`src/hw/secured_register_unlock_regs.svh`:
```
// register selectors, field positions, key values and reset values
`ifndef SECURED_REGISTER_UNLOCK_REGS_SVH
`define SECURED_REGISTER_UNLOCK_REGS_SVH

`define SEL_MAIN_SYSTEM_CONFIG 3'h0
`define SEL_SLEEP_CONTROL 3'h1
`define SEL_CLOCK_AND_KEY_CONTROL 3'h2
`define SEL_PERIPHERAL_GATING 3'h3
`define SEL_RESET_CONFIG 3'h4

`define KEY_LSB 0
`define KEY_MSB 3
`define CLKSEL_LSB 8
`define CLKSEL_MSB 9

`define KEY_STEP1 4'h9
`define KEY_STEP2 4'h3
`define KEY_STEP3 4'h7
`define KEY_CLEARED 4'h0

`define CLKSEL_BASIC 2'h0
`define CLKSEL_SLOWDOWN_PLL_ON 2'h1

`define RESET_VALUE 16'h0000
`define EXT_RANGE_STEPS 3'h4

`endif

```
`src/hw/secured_register_unlock_pkg.sv`:
```
// types shared by the secured register unlock block
package secured_register_unlock_pkg;

  typedef enum logic [1:0] {
    acc_plain_write = 2'b00,
    acc_rmw = 2'b01,
    acc_bit_rmw = 2'b10,
    acc_other = 2'b11
  } access_kind_type;

  typedef enum logic [2:0] {
    unlock_idle = 3'b000,
    unlock_key1 = 3'b001,
    unlock_key2 = 3'b010,
    unlock_key3 = 3'b011
  } unlock_state_type;

endpackage : secured_register_unlock_pkg

```
`src/hw/secured_reg_word.sv`:
```
// one 16-bit secured register with write enable and reset value
`timescale 1ns/1ps
`default_nettype none

module secured_reg_word #(
  parameter int WIDTH = 16,
  parameter logic [WIDTH-1:0] RESET_VALUE = '0
) (
  input wire logic core_clk,
  input wire logic rst,
  input wire logic write_en,
  input wire logic [WIDTH-1:0] write_data,
  output logic [WIDTH-1:0] value
);

  always_ff @(posedge core_clk) begin
    if (rst) begin
      value <= RESET_VALUE;
    end else if (write_en) begin
      value <= write_data;
    end
  end

endmodule : secured_reg_word

`default_nettype wire

```
`src/hw/secured_register_unlock.sv`:
```
// write protection and keyed unlock for the secured system registers
`timescale 1ns/1ps
`default_nettype none
`include "secured_register_unlock_regs.svh"

module secured_register_unlock
  import secured_register_unlock_pkg::*;
#(
  parameter int WIDTH = 16
) (
  input wire logic core_clk,
  input wire logic rst,
  input wire logic end_of_init_instruction,
  input wire logic extended_range_lock,
  input wire logic instr_done,
  input wire logic wr_en,
  input wire logic [2:0] wr_sel,
  input wire logic [WIDTH-1:0] wr_data,
  input wire logic [1:0] wr_kind,
  input wire logic [2:0] rd_sel,
  output logic [WIDTH-1:0] rd_data,
  output logic [WIDTH-1:0] main_system_config_reg,
  output logic [WIDTH-1:0] sleep_control_reg,
  output logic [WIDTH-1:0] clock_and_key_control_reg,
  output logic [WIDTH-1:0] peripheral_gating_reg,
  output logic [WIDTH-1:0] reset_config_reg,
  output logic [1:0] clock_select_field,
  output logic slowdown_select,
  output logic pll_run,
  output logic initialised,
  output logic unlocked
);

  function automatic logic sel_is_unlockable(input logic [2:0] sel);
    sel_is_unlockable = (sel == `SEL_SLEEP_CONTROL) ||
                        (sel == `SEL_CLOCK_AND_KEY_CONTROL) ||
                        (sel == `SEL_PERIPHERAL_GATING) ||
                        (sel == `SEL_RESET_CONFIG);
  endfunction : sel_is_unlockable

  unlock_state_type state;
  unlock_state_type next_state;
  access_kind_type kind;
  logic [2:0] range_left;
  logic [2:0] next_range_left;

  assign kind = access_kind_type'(wr_kind);

  wire key_write = wr_en && (wr_sel == `SEL_CLOCK_AND_KEY_CONTROL);
  wire [3:0] key_value = wr_data[`KEY_MSB:`KEY_LSB];
  wire in_range = extended_range_lock && (range_left != 3'h0);

  wire step1_ok = key_write && in_range && (kind == acc_rmw) &&
                  (key_value == `KEY_STEP1);
  wire step2_ok = key_write && in_range && (kind == acc_plain_write) &&
                  (key_value == `KEY_STEP2);
  wire step3_ok = key_write && in_range && (kind == acc_bit_rmw) &&
                  (key_value == `KEY_STEP3);

  wire grant_write = (state == unlock_key3) && wr_en && in_range &&
                     sel_is_unlockable(wr_sel) &&
                     (kind != acc_other);

  // the main config register is sealed for good once init ends
  wire allow_main = wr_en && !initialised &&
                    (wr_sel == `SEL_MAIN_SYSTEM_CONFIG);
  wire full_write = !initialised || grant_write;

  wire we_sleep = wr_en && (wr_sel == `SEL_SLEEP_CONTROL) && full_write;
  wire we_gate = wr_en && (wr_sel == `SEL_PERIPHERAL_GATING) &&
                 full_write;
  wire we_rstcfg = wr_en && (wr_sel == `SEL_RESET_CONFIG) &&
                   full_write;
  wire we_clk_full = key_write && full_write;
  // the key nibble stays writable while the rest is locked
  wire we_key_only = key_write && !full_write;

  wire [WIDTH-1:0] clk_wr_full =
    grant_write ? {wr_data[WIDTH-1:`KEY_MSB+1], `KEY_CLEARED} : wr_data;
  wire [WIDTH-1:0] clk_wr_key =
    {clock_and_key_control_reg[WIDTH-1:`KEY_MSB+1], key_value};
  // success clears the key even when another register was written
  wire [WIDTH-1:0] clk_wr_clear =
    {clock_and_key_control_reg[WIDTH-1:`KEY_MSB+1], `KEY_CLEARED};
  wire [WIDTH-1:0] clk_next =
    we_clk_full ? clk_wr_full : (we_key_only ? clk_wr_key :
                                 clk_wr_clear);
  wire we_clk = we_clk_full || we_key_only || grant_write;

  always_comb begin
    next_state = state;
    unique case (state)
      unlock_idle: begin
        if (step1_ok) begin
          next_state = unlock_key1;
        end
      end
      unlock_key1: begin
        if (step2_ok) begin
          next_state = unlock_key2;
        end else if (wr_en || !in_range) begin
          next_state = unlock_idle;
        end
      end
      unlock_key2: begin
        if (step3_ok) begin
          next_state = unlock_key3;
        end else if (wr_en || !in_range) begin
          next_state = unlock_idle;
        end
      end
      unlock_key3: begin
        if (wr_en || !in_range) begin
          next_state = unlock_idle;
        end
      end
      default: next_state = unlock_idle;
    endcase
    if (!initialised) begin
      next_state = unlock_idle;
    end
  end

  // the lock range counts instructions so a short range aborts
  always_comb begin
    if (!extended_range_lock) begin
      next_range_left = `EXT_RANGE_STEPS;
    end else if (instr_done && range_left != 3'h0) begin
      next_range_left = range_left - 3'h1;
    end else begin
      next_range_left = range_left;
    end
  end

  always_ff @(posedge core_clk) begin
    if (rst) begin
      state <= unlock_idle;
      range_left <= `EXT_RANGE_STEPS;
      initialised <= 1'b0;
    end else begin
      state <= next_state;
      range_left <= next_range_left;
      if (end_of_init_instruction) begin
        initialised <= 1'b1;
      end
    end
  end

  // storage words indexed by their selector code
  logic [4:0] reg_we;
  logic [WIDTH-1:0] reg_wdata [5];
  logic [WIDTH-1:0] reg_value [5];

  assign reg_we[`SEL_MAIN_SYSTEM_CONFIG] = allow_main;
  assign reg_we[`SEL_SLEEP_CONTROL] = we_sleep;
  assign reg_we[`SEL_CLOCK_AND_KEY_CONTROL] = we_clk;
  assign reg_we[`SEL_PERIPHERAL_GATING] = we_gate;
  assign reg_we[`SEL_RESET_CONFIG] = we_rstcfg;
  assign reg_wdata[`SEL_MAIN_SYSTEM_CONFIG] = wr_data;
  assign reg_wdata[`SEL_SLEEP_CONTROL] = wr_data;
  assign reg_wdata[`SEL_CLOCK_AND_KEY_CONTROL] = clk_next;
  assign reg_wdata[`SEL_PERIPHERAL_GATING] = wr_data;
  assign reg_wdata[`SEL_RESET_CONFIG] = wr_data;

  for (genvar i = 0; i < 5; i++) begin : g_word
    secured_reg_word #(.WIDTH(WIDTH), .RESET_VALUE(`RESET_VALUE)) u_word (
      .core_clk(core_clk),
      .rst(rst),
      .write_en(reg_we[i]),
      .write_data(reg_wdata[i]),
      .value(reg_value[i])
    );
  end

  assign main_system_config_reg = reg_value[`SEL_MAIN_SYSTEM_CONFIG];
  assign sleep_control_reg = reg_value[`SEL_SLEEP_CONTROL];
  assign clock_and_key_control_reg = reg_value[`SEL_CLOCK_AND_KEY_CONTROL];
  assign peripheral_gating_reg = reg_value[`SEL_PERIPHERAL_GATING];
  assign reset_config_reg = reg_value[`SEL_RESET_CONFIG];

  wire [1:0] clk_sel =
    clock_and_key_control_reg[`CLKSEL_MSB:`CLKSEL_LSB];
  assign clock_select_field = clk_sel;
  assign slowdown_select = (clk_sel != `CLKSEL_BASIC);
  // codes 00 and 01 keep the PLL; 10 and 11 stop it
  assign pll_run = (clk_sel == `CLKSEL_BASIC) ||
                   (clk_sel == `CLKSEL_SLOWDOWN_PLL_ON);
  // a lapsed lock range must not read as a usable grant
  assign unlocked = (state == unlock_key3) && in_range;

  // reads never depend on lock state
  always_comb begin
    unique case (rd_sel)
      `SEL_MAIN_SYSTEM_CONFIG: rd_data = main_system_config_reg;
      `SEL_SLEEP_CONTROL: rd_data = sleep_control_reg;
      `SEL_CLOCK_AND_KEY_CONTROL: rd_data = clock_and_key_control_reg;
      `SEL_PERIPHERAL_GATING: rd_data = peripheral_gating_reg;
      `SEL_RESET_CONFIG: rd_data = reset_config_reg;
      default: rd_data = '0;
    endcase
  end

endmodule : secured_register_unlock

`default_nettype wire

```
`config.mk`:
```
export PLATFORM = sky130hd
export DESIGN_NAME = secured_register_unlock
export DESIGN_NICKNAME = d
export VERILOG_FILES = /design/src/hw/secured_register_unlock_pkg.sv /design/src/hw/secured_reg_word.sv /design/src/hw/secured_register_unlock.sv
export VERILOG_INCLUDE_DIRS = /design/src /design/src/hw
export SDC_FILE = /design/constraint.sdc
export NUM_CORES = 1
export LEC_CHECK = 0
export ABC_AREA = 1
export BUFFER_PORTS_ARGS = -buffer_cell sky130_fd_sc_hd__buf_2
export CAP_MARGIN = 20
export CORE_MARGIN = 2
export CORE_UTILIZATION = 46
export CTS_BUF_LIST = sky130_fd_sc_hd__clkbuf_16
export DETAILED_ROUTE_END_ITERATION = 10
export GPL_TIMING_DRIVEN = 0
export PLACE_DENSITY = 0.83
export SLEW_MARGIN = 0
export SYNTH_ARGS = -nofsm -noshare
export SYNTH_HDL_FRONTEND = slang
export SYNTH_HIERARCHICAL = 1
export SYNTH_SLANG_ARGS = --single-unit
```
`constraint.sdc`:
```
create_clock -name core_clk -period 3.5 [get_ports core_clk]
set_clock_uncertainty 0.2 [all_clocks]
set_input_delay 0.7 -clock core_clk [delete_from_list [all_inputs] [get_ports core_clk]]
set_output_delay 0.7 -clock core_clk [all_outputs]
set_load 0.01 [all_outputs]
```
Yosys cells after proc, flatten, opt, wreduce, memory -nomap -nowiden
Cells that the tools add are included.
Cells by class
  divide/modulo/power cells: 0
  add/subtract/negate cells: 1
  reduce and logical (&&, ||, !) cells: 46
  $lt $le $gt $ge: 0
  $mul: 0
  multiplexer cells: 9
  bitwise gates (word level): 2
  shift-type cells: 0
  equal/unequal tests: 19
Operators by type and width (number)
  16-bit one-hot mux with 5 select lines: 1
  1-bit logical AND: 25
  3-bit by 2-bit == test with 1-bit output (second input constant): 6
  16-bit two-way mux: 1
  3-bit two-way mux: 4
  3-bit one-hot mux with 4 select lines: 1
  3-bit by 1-bit == test with 1-bit output (second input constant): 3
  3-bit zero test: 3
  1-bit logical OR: 8
  4-bit two-way mux: 2
  3-bit == test (second input constant): 2
  2-bit by 1-bit == test with 1-bit output (second input constant): 2
  4-bit by 2-bit == test with 1-bit output (second input constant): 1
  4-bit by 3-bit == test with 1-bit output (second input constant): 1
  4-bit == test (second input constant): 1
  2-bit zero test: 2
  2-bit inequality test (second input constant): 2
  2-bit OR reduction: 2
  1-bit zero test: 3
  3-bit nonzero test: 1
  3-bit by 1-bit subtractor with 3-bit output (second input constant): 1
  2-bit == test (second input constant): 1
  1-bit inverter: 2
  2-bit AND reduction: 1
  2-bit nonzero test: 1
Word-level totals
  register bits: 87
  memory bits (writable): 0
  ROM bits: 0
  input bits: 30
  bits in latches: 0
  memories kept: 0
  logic and storage cells: 86

Depth between registers and ports, before layout
  word-level depth: 12
  gate-level depth with buffers: 16
  depth with buffers taken out: 15

Cells and area by module
Netlist, hierarchy kept.
Modules (own cells, without submodules)
  secured_reg_word: area an instance 670.6 µm², cells an instance 101, times used 5, seq. area each 320.3 µm²
  secured_register_unlock: area an instance 1403.8 µm², cells an instance 277, times used 1, seq. area each 140.1 µm²

Worst setup path before layout
OpenSTA, ideal clock, no wires.
  path kind: input -> register
  start: in extended_range_lock
  end: reg g_word[3].u_word.value[4]
  stages on the path: 12
  data required time: 3.186 ns
  arrival: 2.204 ns
  setup slack: 0.982 ns
  library setup time: 0.114 ns
  cells stage by stage: inv_1 -> nor2_1 -> inv_2 -> nor2_4 -> nand3_4 -> nand2_4 -> inv_1 -> nor3_1 -> buf_6 -> nand2_1 -> nand2_1 -> nor2_2
On the way
  cells in the longest elaborated chain, start to end: 6
Ends and longest elaborated chain
  start, declared: line secured_register_unlock.sv:14  | input wire logic extended_range_lock,
  1-bit logical AND: line secured_register_unlock.sv:51  | wire in_range = extended_range_lock && (range_left != 3'h0);
  1-bit logical AND (2 in series): line secured_register_unlock.sv:60  | wire grant_write = (state == unlock_key3) && wr_en && in_range &&
  1-bit logical AND: line secured_register_unlock.sv:61  | sel_is_unlockable(wr_sel) &&
  1-bit logical OR: line secured_register_unlock.sv:67  | wire full_write = !initialised || grant_write;
  1-bit logical AND: line secured_register_unlock.sv:70  | wire we_gate = wr_en && (wr_sel == `SEL_PERIPHERAL_GATING) &&
  net we_gate: line secured_register_unlock.sv:70
  end signal, assigned: line secured_reg_word.sv:20  | value <= write_data;
  end, declared: line secured_reg_word.sv:13  | output logic [WIDTH-1:0] value
The timed path passes the listed nets, and every way through them passes these cells.
A chain may end at the register's enable or synchronous reset.

Worst setup path after layout
  start: in rd_sel[1]
  end: out rd_data[13]
On the way
  cells in the longest elaborated chain, start to end: 2
  elaborated cells between the ends (all ways): 6
  classes of those cells: eq/ne (4); mux (1); reduce/logical (1)
Ends and longest elaborated chain
  start, declared: line secured_register_unlock.sv:20  | input wire logic [2:0] rd_sel,
  3-bit == test, or another cell as far along: line secured_register_unlock.sv:193  | unique case (rd_sel)
  16-bit one-hot mux with 5 select lines (*): line secured_register_unlock.sv:193
  end, declared: line secured_register_unlock.sv:21  | output logic [WIDTH-1:0] rd_data,
Mark *: on every way between the ends. The rest lies on a longest branch, timed or not.

==> out/results.txt <==
Main combinational cell family by area after synthesis: simple AND/OR/NAND/NOR gates
Total GRT Usage: 25.7%
DRT iter0 DRCs: 354
Max Freq: 0.332 GHz
Top Ports: 132
Crit start category: primary input
Switching Share: 26.6%
Syn_area_per_cell: 6.08 um2
Pre-CTS setup slack: 0.482 ns
Antenna fix cells: 0
Crit Path Class: in2out
Max-Cap Viols: 0
Clock period minus worst slack: 3.01 ns
Distinct cell type count after synthesis: 30
Nets: 955
Mux contribution to synthesized area: 0%
First-pass GRT wire length: 22600 um
Max stage delay on crit path: 0.41 ns
PD cells: 389 nW/um2
Hold Path Class: reg2reg
Die Y-Extent: 106 um
# H-tree levels: 3
Share of layout cells above drive strength 1: 21.1%
Root Buffer: clkbuf_16
Site row count: 37
Crit end category: primary output
GRT Residual Overflow: 0
Status: finished clean
CP Cell Sequence: buf_2, nor2_1, buf_2, nand3_1, o21ai_0, inv_1, nand4_1, buf_2
Register bit total from synthesis: 87
Post_cts resized: 0
Clock sink total: 87
Area Overhead vs Synth: 23.3%
Arr. time, crit path: 2.11 ns
Sequential Power Share: 45.9%
CTS tree: done
Final worst setup slack: 0.488 ns
CP required: 2.60 ns
Clk_lat worst skew: 0.33 ns
Via count: 5094
Post-Synth Adder-Cell Area: 0.526%
Post-CTS Setup Bufs: 0
Worst-margin pin slew: 0.906 ns
Clock share of power: 41.4%
Compound-Gate Fraction of Synth Area: 3.13%
Sequential area share after synthesis: 36.6%
Psw: 606 uW
Most used cell, CP: buf_2
Leak pwr: 3.15 nW
WL/cell: 13.3 um
Clk buf depth: 2
Largest net degree at the start of global routing: 15
RSZ-0062 raised after global routing: no
Post-DP HPWL: 10900 um
Final ANT Viol Nets: 0
Sum Neg Setup Slack: 0 ns
Rel. slew slack: 39.1%
VDD IR max: 0.280 mV
YS warnings: 6
Hold buffer count at CTS: 0
Initial antenna violation count: 0
Inserted Clock Buffers: 9
Final hold violations: 0
Syn Std Cell Area: 4760 um2
Final wirelength: 14200 um
Count of pins over their slew limit: 0
DR pass1 iterations: 5
# setup viols final: 0
Number of global-route vias before repair: 4713
Die area: 11200 um2
Fillers: 1042
Comb pwr share: 12.7%
CORE AREA: 10200 um2
PortBufs: 130
Int Pwr: 1.68 mW
Worst-path fanout max: 10
Drt drc: 0
Initial Util: 46.7%
Syn Nets: 814
Crit-path slowest cell: nor2_1
Cells after Synth: 782
Clock transition at path regs: 0.06 ns
Placer Congestion: 0.914
Fin crit share: 86.0%
Drt via density: 4.79
Die Span X: 106 um
Synth Area in Simple Gates: 42.9%
Post-Synth XOR/XNOR Area: 0.184%
through the flow:
step                      util (%)  hold WS [ns]  cell area, um2  cells  power [mW]
after CTS                     57.6         0.270            5870   1063        2.29
after global placement        54.8         0.251            5580   1048        1.35
after detailed placement      54.8         0.262            5580   1048        1.35
final                         57.6         0.273            5870   1063        2.28
after floorplan                  -         0.239            4760    782        1.24
after global routing          57.6         0.286            5870   1063        2.38
critical path: cells and delay by family:
kind	cells	cell delay (ns)
and+or+nand+nor	3	0.62
buffers and inverters	4	0.70
AOI/OAI and AO/OA	1	0.09
power groups by stage:
stage                     clock [mW]  sequential [mW]  combinational [mW]
after floorplan                    0             1.08               0.166
after global placement             0             1.07               0.281
after detailed placement           0             1.07               0.286
after CTS                      0.954             1.05               0.288
after global routing            1.00             1.05               0.323
final                          0.944             1.05               0.290
path summary, 6_finish.rpt:
kind	from	to	slack (ns)	depth (start not counted)
worst max register to register	range_left[0]	g_word[3].u_word/value[9]	0.52	14
worst min register to register	range_left[1]	range_left[1]	0.27	2
worst min-delay path	range_left[1]	range_left[1]	0.27	2
worst max-delay path	rd_sel[1]	rd_data[13]	0.49	8
cells in the final DEF (no fill, tap or decap), types with 2 or more instances in the layout:
cell type,count
inv_1,130
ha_1,2
buf_6,16
nor3_1,4
nand2_4,2
clkinv_4,2
nand2_1,240
dfxtp_1,87
buf_2,136
nor2_1,178
a21oi_1,15
inv_2,2
nand4_1,14
nand3_1,43
clkinv_2,3
clkbuf_16,9
buf_4,8
nor2_2,11
o21ai_0,10
flip-flops by register name, summed over array words and instances, names as in the netlist:
| signal | count |
|---|---|
| g_word.u_word/value | 80 |
| initialised | 1 |
| range_left | 3 |
| state | 3 |
synth_stat cells:
master	number	area, um2
a21oi_1	15	75.1
buf_2	6	30.0
buf_4	8	60.1
buf_6	16	180
clkbuf_1	1	3.75
clkbuf_8	1	13.8
clkinv_1	1	3.75
conb_1	1	3.75
dfxtp_1	87	1740
ha_1	2	25.0
inv_1	130	488
inv_2	2	7.51
nand2_1	240	901
nand2_2	1	6.26
nand2_4	2	22.5
nand3_1	43	215
nand3_4	1	17.5
nand4_1	14	87.6
nor2_1	178	668
nor2_2	11	68.8
nor2_4	1	11.3
nor3_1	4	20.0
nor3_2	1	10.0
nor3b_1	1	7.51
o2111ai_1	1	8.76
o21ai_0	10	50.1
o21bai_1	1	7.51
o31ai_1	1	7.51
or2_2	1	6.26
xnor2_1	1	8.76
kinds of logic after synthesis:
family                     count (synthesis)
buffers and inverters                    165
other                                      1
and+or+nand+nor                          498
xor gates and xnor gates                   1
DFF                                       87
adders and majority gates                  2
AOI/OAI and AO/OA                         28
layout make-up:
cell class	count	area, um2	share of cell area, %
Multi-Input combinational cell	530	2230	38.0
Sequential cell	87	1740	29.7
Clock inverter	6	62.6	1.07
Timing Repair Buffer	130	651	11.1
Buffer	32	288	4.91
Inverter	133	499	8.51
Clock buffer	9	225	3.84
Tap cell	136	170	2.90
per-layer routing:
metal	vias up	part of all wire, %	wire [um]	GRT usage [%]
li1	2599	-	-	-
met1	2250	42	6000	32.6
met2	218	46	6530	44.1
met3	27	9.1	1290	4.14
met4	0	2.4	340	9.02
met5	-	0	0	0
Note: power is estimated with default switching activity, not from simulation.
